### config.mk
export PLATFORM = sky130hd
export DESIGN_NAME = dual_dac_pin_mode_control
export DESIGN_NICKNAME = d
export VERILOG_FILES = /design/src/include/dac_ctrl_pkg.sv /design/src/rtl/cfg_serial_port.sv /design/src/rtl/dual_dac_pin_mode_control.sv
export SDC_FILE = /design/constraint.sdc
export NUM_CORES = 1
export LEC_CHECK = 0
export ABC_AREA = 1
export BUFFER_PORTS_ARGS = -buffer_cell sky130_fd_sc_hd__buf_2
export CAP_MARGIN = 20
export CORE_UTILIZATION = 55
export DETAILED_ROUTE_END_ITERATION = 6
export MAX_ROUTING_LAYER = met4
export PLACE_DENSITY_LB_ADDON = 0.15
export SYNTH_ARGS = -nofsm -noshare
export SYNTH_HDL_FRONTEND = slang
export SYNTH_SLANG_ARGS = --single-unit
### constraint.sdc
create_clock -name hclk -period 2.1 [get_ports hclk]
set_clock_uncertainty 0.1 [all_clocks]
set_input_delay 0.105 -clock hclk [delete_from_list [all_inputs] [get_ports hclk]]
set_output_delay 0.105 -clock hclk [all_outputs]
set_load 0.01 [all_outputs]
### src/include/dac_ctrl_pkg.sv
package dac_ctrl_pkg;

	// ==================================================================
	// sample path
	localparam int SAMPLE_W = 8;
	localparam int MSB_BIT = SAMPLE_W - 1;

	// ==================================================================
	// pin synchroniser bundle, one slot per input from outside hclk
	localparam int IDX_STRAP = 0;
	localparam int IDX_SHARED_CLK = 1;
	localparam int IDX_SHARED_DATA = 2;
	localparam int IDX_SHARED_SEL = 3;
	localparam int IDX_DQ_CLK = 4;
	localparam int IDX_SMP_CLK = 5;
	localparam int IDX_DATA_LSB = 6;
	localparam int SYNC_W = IDX_DATA_LSB + SAMPLE_W;

	// ==================================================================
	// bus register map (byte addresses)
	localparam int ADDR_W = 8;
	localparam logic [1:0] HTRANS_NONSEQ = 2'h2;
	localparam logic [ADDR_W-1:0] ADDR_CTRL = 8'h00;
	localparam logic [ADDR_W-1:0] ADDR_STATUS = 8'h04;
	localparam logic [ADDR_W-1:0] ADDR_CODE_A = 8'h08;
	localparam logic [ADDR_W-1:0] ADDR_CODE_B = 8'h0C;
	localparam logic [ADDR_W-1:0] ADDR_SER_CFG = 8'h10;
	localparam logic [31:0] CTRL_RESET = 32'h0000_0001;
	localparam int CTRL_PATH_EN_BIT = 0;
	localparam int ST_SERIAL_BIT = 0;
	localparam int ST_PD_BIT = 1;
	localparam int ST_TWOS_BIT = 2;
	localparam int ST_PHASE_BIT = 3;
	localparam int ST_BUSY_BIT = 4;
	localparam int ST_PAIR_BIT = 5;

	// ==================================================================
	// serial configuration port
	localparam int SER_CNT_W = 4;
	localparam logic [SER_CNT_W-1:0] SER_LAST_BIT = 4'hF;
	localparam logic [SER_CNT_W-1:0] SER_INSTR_LAST = 4'h7;
	localparam int SER_ADDR_W = 5;
	localparam logic [SER_ADDR_W-1:0] SER_CFG_ADDR = 5'h00;
	localparam logic [SAMPLE_W-1:0] SER_CFG_RESET = 8'h00;
	localparam int INSTR_RW_BIT = 7;
	localparam int CFG_TWOS_BIT = 0;
	localparam int CFG_PD_BIT = 1;
	localparam int CFG_PHASE_BIT = 2;

endpackage

### src/rtl/cfg_serial_port.sv
module cfg_serial_port
	import dac_ctrl_pkg::*;
(
	input wire logic hclk,
	input wire logic hresetn,
	input wire logic clk_en,
	input wire logic regs_clear,
	input wire logic port_enable,
	input wire logic sclk_lvl,
	input wire logic sel_n_lvl,
	input wire logic sdio_lvl,
	output logic sdio_out,
	output logic sdio_oe_n,
	output logic [SAMPLE_W-1:0] cfg_reg,
	output logic busy
);

	typedef enum logic {SP_IDLE, SP_SHIFT} sp_state_e;

	sp_state_e state_q, state_d;
	logic [SER_CNT_W-1:0] cnt_q, cnt_d;
	logic [SAMPLE_W-1:0] shift_q, shift_d;
	logic [SAMPLE_W-1:0] tx_q, tx_d;
	logic [SAMPLE_W-1:0] cfg_q, cfg_d;
	logic is_read_q, is_read_d;
	logic [SER_ADDR_W-1:0] addr_q, addr_d;
	logic out_q, out_d;
	logic oe_n_q, oe_n_d;
	logic sclk_prev_q;
	logic active, rise, fall;
	logic [SAMPLE_W-1:0] word_in;

	// ==================================================================
	// frame decode
	assign active = port_enable && !sel_n_lvl;
	assign rise = sclk_lvl && !sclk_prev_q;
	assign fall = !sclk_lvl && sclk_prev_q;
	assign word_in = {shift_q[SAMPLE_W-2:0], sdio_lvl};

	always_comb begin
		state_d = state_q;
		cnt_d = cnt_q;
		shift_d = shift_q;
		tx_d = tx_q;
		cfg_d = cfg_q;
		is_read_d = is_read_q;
		addr_d = addr_q;
		out_d = out_q;
		oe_n_d = oe_n_q;
		if (!active) begin
			state_d = SP_IDLE;
			cnt_d = '0;
			oe_n_d = 1'b1;
		end else begin
			state_d = SP_SHIFT;
			if (rise) begin
				shift_d = word_in;
				cnt_d = cnt_q + 4'h1;
				if (cnt_q == SER_INSTR_LAST) begin
					is_read_d = word_in[INSTR_RW_BIT];
					addr_d = word_in[SER_ADDR_W-1:0];
					tx_d = (word_in[SER_ADDR_W-1:0] == SER_CFG_ADDR) ?
						cfg_q : '0;
				end
				if (cnt_q == SER_LAST_BIT) begin
					cnt_d = '0;
					// let go at the last rise, before the host drives again
					oe_n_d = 1'b1;
					if (!is_read_q && addr_q == SER_CFG_ADDR) begin
						cfg_d = word_in;
					end
				end
			end
			// read data leaves on the falling edge so it is stable at rise
			if (fall) begin
				if (is_read_q && cnt_q > SER_INSTR_LAST) begin
					out_d = tx_q[MSB_BIT];
					tx_d = {tx_q[SAMPLE_W-2:0], 1'b0};
					oe_n_d = 1'b0;
				end else begin
					oe_n_d = 1'b1;
				end
			end
		end
		if (regs_clear) begin
			cfg_d = SER_CFG_RESET;
		end
	end

	always_ff @(posedge hclk or negedge hresetn) begin
		if (!hresetn) begin
			state_q <= SP_IDLE;
			cnt_q <= '0;
			shift_q <= '0;
			tx_q <= '0;
			cfg_q <= SER_CFG_RESET;
			is_read_q <= 1'b0;
			addr_q <= '0;
			out_q <= 1'b0;
			oe_n_q <= 1'b1;
			sclk_prev_q <= 1'b0;
		end else if (clk_en) begin
			state_q <= state_d;
			cnt_q <= cnt_d;
			shift_q <= shift_d;
			tx_q <= tx_d;
			cfg_q <= cfg_d;
			is_read_q <= is_read_d;
			addr_q <= addr_d;
			out_q <= out_d;
			oe_n_q <= oe_n_d;
			sclk_prev_q <= sclk_lvl;
		end
	end

	assign sdio_out = out_q;
	assign sdio_oe_n = oe_n_q;
	assign cfg_reg = cfg_q;
	assign busy = (state_q == SP_SHIFT);

endmodule

### src/rtl/dual_dac_pin_mode_control.sv
// Notes on behaviour
// - a low mode strap selects serial configuration, a high one pin mode.
// - a high pulse on the mode strap returns the serial registers to reset.
// - in serial mode the shared clock pin clocks the configuration port.
// - in serial mode the data pin is one line that each side drives in turn.
// - in serial mode the port answers only while the shared select is low.
// - in serial mode the phase register bit sets the retiming phase to the sample clock.
// - otherwise a rising edge on the phase pin arms the opposite retime edge.
// - in pin mode the format pin picks straight binary or twos complement.
// - in pin mode a high power-down pin stops the path, not the serial port.
// - true outputs carry the code, complementary outputs its inverse.
// - sample words are eight bits with the top input as the msb.
// - words are taken on the data clock, then retimed to the sample clock.
module dual_dac_pin_mode_control
	import dac_ctrl_pkg::*;
(
	input wire logic hclk,
	input wire logic hresetn,
	input wire logic clk_en,
	input wire logic hsel,
	input wire logic [31:0] haddr,
	input wire logic [1:0] htrans,
	input wire logic hwrite,
	input wire logic [2:0] hsize,
	input wire logic [31:0] hwdata,
	input wire logic hready,
	output logic hreadyout,
	output logic hresp,
	output logic [31:0] hrdata,
	input wire logic strap_config_mode,
	input wire logic retime_phase_select,
	input wire logic format_data_in,
	output logic format_data_out,
	output logic format_data_oe_n,
	input wire logic power_down_pin,
	input wire logic data_qualify_clock,
	input wire logic sampling_clock,
	input wire logic [SAMPLE_W-1:0] sample_data,
	output logic [SAMPLE_W-1:0] chan_a_true_output,
	output logic [SAMPLE_W-1:0] chan_a_comp_output,
	output logic [SAMPLE_W-1:0] chan_b_true_output,
	output logic [SAMPLE_W-1:0] chan_b_comp_output,
	output logic device_powered_down
);

	// ==================================================================
	// pin synchronisers: three stages, a change counts once 2 and 3 agree
	logic [SYNC_W-1:0] pins_raw;
	logic [SYNC_W-1:0] s1_q, s2_q, s3_q;
	logic [SYNC_W-1:0] lvl_q, lvl_d;

	assign pins_raw = {sample_data, sampling_clock, data_qualify_clock,
		power_down_pin, format_data_in, retime_phase_select,
		strap_config_mode};

	genvar gi;
	generate
		for (gi = 0; gi < SYNC_W; gi++) begin : g_filt
			assign lvl_d[gi] = (s2_q[gi] == s3_q[gi]) ? s3_q[gi] : lvl_q[gi];
		end
	endgenerate

	always_ff @(posedge hclk or negedge hresetn) begin
		if (!hresetn) begin
			s1_q <= '0;
			s2_q <= '0;
			s3_q <= '0;
			lvl_q <= '0;
		end else if (clk_en) begin
			s1_q <= pins_raw;
			s2_q <= s1_q;
			s3_q <= s2_q;
			lvl_q <= lvl_d;
		end
	end

	// ==================================================================
	// edge detection on filtered levels
	logic dq_prev_q, smp_prev_q, ph_prev_q, mode_prev_q;
	logic serial_mode, pin_mode, mode_change;
	logic dq_rise, dq_fall, smp_rise, smp_fall, ph_rise;
	logic [SAMPLE_W-1:0] data_lvl;

	assign serial_mode = !lvl_q[IDX_STRAP];
	assign pin_mode = lvl_q[IDX_STRAP];
	assign mode_change = pin_mode != mode_prev_q;
	assign data_lvl = lvl_q[IDX_DATA_LSB +: SAMPLE_W];
	assign dq_rise = lvl_q[IDX_DQ_CLK] && !dq_prev_q;
	assign dq_fall = !lvl_q[IDX_DQ_CLK] && dq_prev_q;
	assign smp_rise = lvl_q[IDX_SMP_CLK] && !smp_prev_q;
	assign smp_fall = !lvl_q[IDX_SMP_CLK] && smp_prev_q;
	assign ph_rise = lvl_q[IDX_SHARED_CLK] && !ph_prev_q;

	always_ff @(posedge hclk or negedge hresetn) begin
		if (!hresetn) begin
			dq_prev_q <= 1'b0;
			smp_prev_q <= 1'b0;
			ph_prev_q <= 1'b0;
			mode_prev_q <= 1'b0;
		end else if (clk_en) begin
			dq_prev_q <= lvl_q[IDX_DQ_CLK];
			smp_prev_q <= lvl_q[IDX_SMP_CLK];
			ph_prev_q <= lvl_q[IDX_SHARED_CLK];
			mode_prev_q <= pin_mode;
		end
	end

	// ==================================================================
	// serial configuration port
	logic [SAMPLE_W-1:0] ser_cfg;
	logic ser_busy;

	cfg_serial_port u_serial (
		.hclk(hclk),
		.hresetn(hresetn),
		.clk_en(clk_en),
		.regs_clear(lvl_q[IDX_STRAP]),
		.port_enable(serial_mode),
		.sclk_lvl(lvl_q[IDX_SHARED_CLK]),
		.sel_n_lvl(lvl_q[IDX_SHARED_SEL]),
		.sdio_lvl(lvl_q[IDX_SHARED_DATA]),
		.sdio_out(format_data_out),
		.sdio_oe_n(format_data_oe_n),
		.cfg_reg(ser_cfg),
		.busy(ser_busy)
	);

	// ==================================================================
	// effective configuration, from pins or from the serial register
	logic twos_eff, pd_eff;
	logic phase_q, phase_d;

	assign twos_eff = pin_mode ? lvl_q[IDX_SHARED_DATA] :
		ser_cfg[CFG_TWOS_BIT];
	assign pd_eff = pin_mode ? lvl_q[IDX_SHARED_SEL] :
		ser_cfg[CFG_PD_BIT];

	// a held-low phase pin keeps the rising retime edge; the armed phase
	// sticks until the mode changes, so glitches after arming are harmless
	always_comb begin
		phase_d = phase_q;
		if (mode_change) begin
			phase_d = 1'b0;
		end else if (serial_mode) begin
			phase_d = ser_cfg[CFG_PHASE_BIT];
		end else if (ph_rise) begin
			phase_d = 1'b1;
		end
	end

	always_ff @(posedge hclk or negedge hresetn) begin
		if (!hresetn) begin
			phase_q <= 1'b0;
		end else if (clk_en) begin
			phase_q <= phase_d;
		end
	end

	// ==================================================================
	// capture on the data clock, a on rise and b on fall
	logic [31:0] ctrl_q, ctrl_d;
	logic path_en;
	logic [SAMPLE_W-1:0] cap_a_q, cap_a_d, cap_b_q, cap_b_d;
	logic pair_q, pair_d;
	logic retime_stb;

	assign path_en = ctrl_q[CTRL_PATH_EN_BIT] && !pd_eff;
	assign retime_stb = phase_q ? smp_fall : smp_rise;

	always_comb begin
		cap_a_d = cap_a_q;
		cap_b_d = cap_b_q;
		pair_d = pair_q;
		if (retime_stb) begin
			pair_d = 1'b0;
		end
		if (path_en && dq_rise) begin
			cap_a_d = data_lvl;
		end
		if (path_en && dq_fall) begin
			cap_b_d = data_lvl;
			pair_d = 1'b1;
		end
	end

	always_ff @(posedge hclk or negedge hresetn) begin
		if (!hresetn) begin
			cap_a_q <= '0;
			cap_b_q <= '0;
			pair_q <= 1'b0;
		end else if (clk_en) begin
			cap_a_q <= cap_a_d;
			cap_b_q <= cap_b_d;
			pair_q <= pair_d;
		end
	end

	// ==================================================================
	// retime to the sampling clock and convert format
	function automatic logic [SAMPLE_W-1:0] to_offset(
		input logic [SAMPLE_W-1:0] w, input logic twos);
		to_offset = twos ? {~w[MSB_BIT], w[SAMPLE_W-2:0]} : w;
	endfunction

	logic [SAMPLE_W-1:0] code_a_q, code_a_d, code_b_q, code_b_d;
	logic pd_out_q, pd_out_d;

	always_comb begin
		code_a_d = code_a_q;
		code_b_d = code_b_q;
		pd_out_d = pd_eff;
		if (retime_stb && pair_q && path_en) begin
			code_a_d = to_offset(cap_a_q, twos_eff);
			code_b_d = to_offset(cap_b_q, twos_eff);
		end
	end

	always_ff @(posedge hclk or negedge hresetn) begin
		if (!hresetn) begin
			code_a_q <= '0;
			code_b_q <= '0;
			pd_out_q <= 1'b0;
		end else if (clk_en) begin
			code_a_q <= code_a_d;
			code_b_q <= code_b_d;
			pd_out_q <= pd_out_d;
		end
	end

	// powered down, no output carries current
	assign chan_a_true_output = pd_out_q ? '0 : code_a_q;
	assign chan_a_comp_output = pd_out_q ? '0 : ~code_a_q;
	assign chan_b_true_output = pd_out_q ? '0 : code_b_q;
	assign chan_b_comp_output = pd_out_q ? '0 : ~code_b_q;
	assign device_powered_down = pd_out_q;

	// ==================================================================
	// bus slave, zero wait states; read data is taken in the address phase
	logic wr_pend_q, wr_pend_d;
	logic [ADDR_W-1:0] wr_addr_q, wr_addr_d;
	logic [31:0] rdata_q, rdata_d;
	logic [31:0] status;
	logic take;

	assign take = hsel && hready && (htrans == HTRANS_NONSEQ);

	always_comb begin
		status = '0;
		status[ST_SERIAL_BIT] = serial_mode;
		status[ST_PD_BIT] = pd_eff;
		status[ST_TWOS_BIT] = twos_eff;
		status[ST_PHASE_BIT] = phase_q;
		status[ST_BUSY_BIT] = ser_busy;
		status[ST_PAIR_BIT] = pair_q;
	end

	always_comb begin
		wr_pend_d = 1'b0;
		wr_addr_d = wr_addr_q;
		rdata_d = rdata_q;
		ctrl_d = ctrl_q;
		if (wr_pend_q && wr_addr_q == ADDR_CTRL) begin
			ctrl_d = hwdata;
		end
		if (take) begin
			wr_pend_d = hwrite;
			wr_addr_d = haddr[ADDR_W-1:0];
			rdata_d = '0;
			if (!hwrite) begin
				case (haddr[ADDR_W-1:0])
					ADDR_CTRL: rdata_d = ctrl_q;
					ADDR_STATUS: rdata_d = status;
					ADDR_CODE_A: rdata_d = {24'h000000, code_a_q};
					ADDR_CODE_B: rdata_d = {24'h000000, code_b_q};
					ADDR_SER_CFG: rdata_d = {24'h000000, ser_cfg};
					default: rdata_d = '0;
				endcase
			end
		end
	end

	always_ff @(posedge hclk or negedge hresetn) begin
		if (!hresetn) begin
			wr_pend_q <= 1'b0;
			wr_addr_q <= '0;
			rdata_q <= '0;
			ctrl_q <= CTRL_RESET;
		end else if (clk_en) begin
			wr_pend_q <= wr_pend_d;
			wr_addr_q <= wr_addr_d;
			rdata_q <= rdata_d;
			ctrl_q <= ctrl_d;
		end
	end

	// stalling while frozen keeps the master from losing a transfer
	assign hreadyout = clk_en;
	assign hresp = 1'b0;
	assign hrdata = rdata_q;

endmodule
==> metrics.md <==
| Metric | Value |
|---|---|
| Status | `complete, no violations` |
| Synth top area cells | `dfrtp_1 57%, nand2_1 12%, nor2_1 4.4%` |
| Slowest cell on crit path | `dlygate4sd3_1` |
| Final min period | `1.94 ns` |
| Die X | `129 µm` |
| Pwr dens | `995 nW/µm²` |
| Synth Register Bits | `204` |
| Netlist cell types | `42` |
| Dominant cell type by area after synthesis | `dfrtp_1` |
| Row cnt | `45` |
| RSZ-0062 raised after global routing | `false` |
| Bufs on Longest Clock Path | `3` |
| Final setup vio count | `0` |
| Num CTS Buffers | `22` |
| Router iterations before antenna repair | `5` |
| Starting density of the core | `0.572` |
| Slew Viols, Final | `0` |
| Ports | `158` |
| Drt drc | `0` |
| Post-synth EDFFs | `0` |
| Syn nets | `1113` |
| Setup crit end kind | `flop` |
| Cell Chain, Critical Path | `dlygate4sd3_1, buf_2, nand2_2, nor2_1, nand2_1, buf_4, o22ai_2, dlygate4sd3_1` |
| Post-Syn Area per Cell | `between 8 and 9 µm²` |
| Final Util | `0.712` |
| Leak pwr | `just under 6 nW` |
| FMAX | `514 MHz` |
| HPWL after DPL | `13300 µm` |
| DR iter-0 viols | `489` |
| Maximum vdd drop | `801 µV` |
| Netlist Area Pre-Place | `8830 µm²` |
| Post-route clock period utilization | `0.926` |
| Most used cell, CP | `dlygate4sd3_1` |
| YS warnings | `0` |
| Mapped Cells | `1020` |
| Cell family with most CP delay | `buffers and inverters` |
| Crit Path Max Fanout | `48` |
| Largest net degree at the start of global routing | `65` |
| TNS Setup | `0 ns` |
| ANT cells | `0` |
| Nets@finish | `about 1300` |
| Worst Path Arrival | `roughly 2.3 ns` |
| Worst hold slack | `0.0286 ns` |
| HP Class | `input port to flop` |
| Post-route ant nets | `0` |
| Vias in the first global route | `7021` |
| Clk root buf | `clkbuf_16` |
| CTS tree | `done` |
| Core area | `15400 µm²` |
| Drt total wl | `20700 µm` |
| Clk_lat worst skew | `approximately 0.5 ns` |
| Clock Sinks | `just over 200` |
| Met1 wire length | `9280 µm` |
| Initial antenna violation count | `0` |
| Fin. Hold Viols | `0` |
| Die area | `16600 µm²` |
| Share of cells above drive strength 1 | `0.176` |
| WL met2 | `9770 µm` |
| Worst slew pin tran | `0.676 ns` |
| Max-Cap Viols | `0` |
| Startpoint types | `input port` |
| Worst Path Required | `2.43 ns` |
| Input/output buffers | `129` |
| H-tree depth | `1` |
| Gpl congestion | `0.840` |
| Post-synthesis sequential area ratio | `0.578` |
| WL/cell | `14.5 µm` |
| Async SR Flop Fraction | `1.00` |
| Placed cells | `1333` |
| Met3 wire len | `1090 µm` |
| Area grow syn2layout | `24.3%` |
| Total global-route track usage | `0.270` |
| Post-synth top area share | `0.572` |
| Crit path largest cell delay | `0.56 ns` |
| Ys flop type | `dfrtp_1` |
| WP buf/inv | `4` |
| Drt via density | `5.10` |
| Vias | `about 7300` |
| Setup Fix Bufs, Post-CTS | `0` |
| Fin cells | `1430` |
| Clock-pin slew on the worst setup and hold paths | `0.06 ns` |
| Top layer in use | `met4` |
| Global-route wire length before repair | `34200 µm` |
| Die Y | `129 µm` |
| Gr ovfl total | `0` |
| WS Path Type | `input port to flop` |
| Worst relative slew slack | `0.546` |
## layout make-up
class                           instances  area [µm²]
Tap cell                              211         264
Clock buffer                           32         669
Inverter                              103         387
Timing Repair Buffer                  207        1430
Sequential cell                       204        5110
Clock inverter                          6        55.1
Fill cell                            1237        4450
Multi-Input combinational cell        667        3070
## worst reg2reg max path, stage by stage (launching register included)
cell	delay [ns]
dfrtp_1	0.58
nand2_1	0.14
o21ai_2	0.11
nand2_1	0.11
nor2_1	0.19
nand2_4	0.22
nor2_1	0.18
a21oi_1	0.06
## cells in the final DEF (no fill, tap or decap), types with 16 or more instances in the layout
master / n
nand2_1: 292
dfrtp_1: 202
buf_2: 128
nor2_1: 103
inv_1: 98
o21ai_0: 70
nand3_1: 59
dlygate4sd3_1: 59
a21oi_1: 37
o21ai_1: 37
clkbuf_16: 23
buf_4: 16
## layer usage
metal | track usage | vias to the layer above
li1 | - | 3616
met1 | 0.365 | 3401
met2 | 0.426 | 230
met3 | 0.0337 | 49
met4 | 0.0886 | 0
met5 | - | -
## final timing paths
kind                                 startpoint                      endpoint  slack, ns  cells after the start
max                                      clk_en         wr_pend_q$_DFFE_PN0P_       0.16                      8
max reg2reg                lvl_q[0]$_DFFE_PN0P_       code_a_q[6]$_DFFE_PN0P_       0.28                      7
min                                        hsel         hrdata[3]$_DFFE_PN0P_       0.03                      7
min reg2reg                 s1_q[9]$_DFFE_PN0P_           s1_q[9]$_DFFE_PN0P_       0.37                      2
min in group asynchronous               hresetn  u_serial.tx_q[5]$_DFFE_PN0P_       0.05                      2
max in group asynchronous               hresetn         ctrl_q[0]$_DFFE_PN1P_       1.09                      3
## timing repair
action | 4_1_cts | 5_1_grt
hold endpoints to repair | 267 | 0
endpoints found under the setup margin | 0 | 9
resized for setup | 0 | 1
hold buffers | 59 | 0
## through the flow
step,power (W),cell area (µm²),worst slack [ns]
after global routing,0.0115,11000,0.0184
after CTS,0.0110,11000,0.171
after floorplan,0.00621,8830,0.520
after global placement,0.00698,9660,0.303
final,0.0109,11000,0.156
after detailed placement,0.00705,9660,0.231
## cell families after synthesis
family | count (synthesis) | share of synthesized area
multiplexers | 2 | 0.00255
AO/OA/AOI/OAI | 177 | 0.111
flip-flops | 204 | 0.578
other | 1 | 0.000425
XOR/XNOR | 3 | 0.00298
buffers and inverters | 149 | 0.0751
adder cells (fa/ha/maj) | 4 | 0.00567
AND/OR/NAND/NOR | 480 | 0.223
## cells in the mapped netlist (2+ instances only)
| library cell | count |
|---|---|
| a21oi_1 | 37 |
| buf_2 | 17 |
| buf_4 | 6 |
| buf_6 | 8 |
| clkbuf_1 | 15 |
| clkinv_1 | 2 |
| dfrtp_1 | 202 |
| dfstp_2 | 2 |
| ha_1 | 4 |
| inv_1 | 98 |
| inv_2 | 3 |
| nand2_1 | 292 |
| nand2_2 | 4 |
| nand2_4 | 2 |
| nand3_1 | 60 |
| nand4_1 | 4 |
| nor2_1 | 103 |
| nor2_2 | 3 |
| nor2_4 | 2 |
| nor3_1 | 4 |
| nor4_1 | 2 |
| o211ai_1 | 10 |
| o21ai_0 | 70 |
| o21ai_1 | 37 |
| o21ai_2 | 9 |
| o22ai_1 | 7 |
| xnor2_1 | 2 |
## where the power goes
part | internal, W | switching (W)
sequential | 0.00459 | 0.000530
clock | 0.00232 | 0.00151
combinational | 0.000791 | 0.00117
total | 0.00771 | 0.00322
Note: power is estimated with default switching activity, not from simulation.
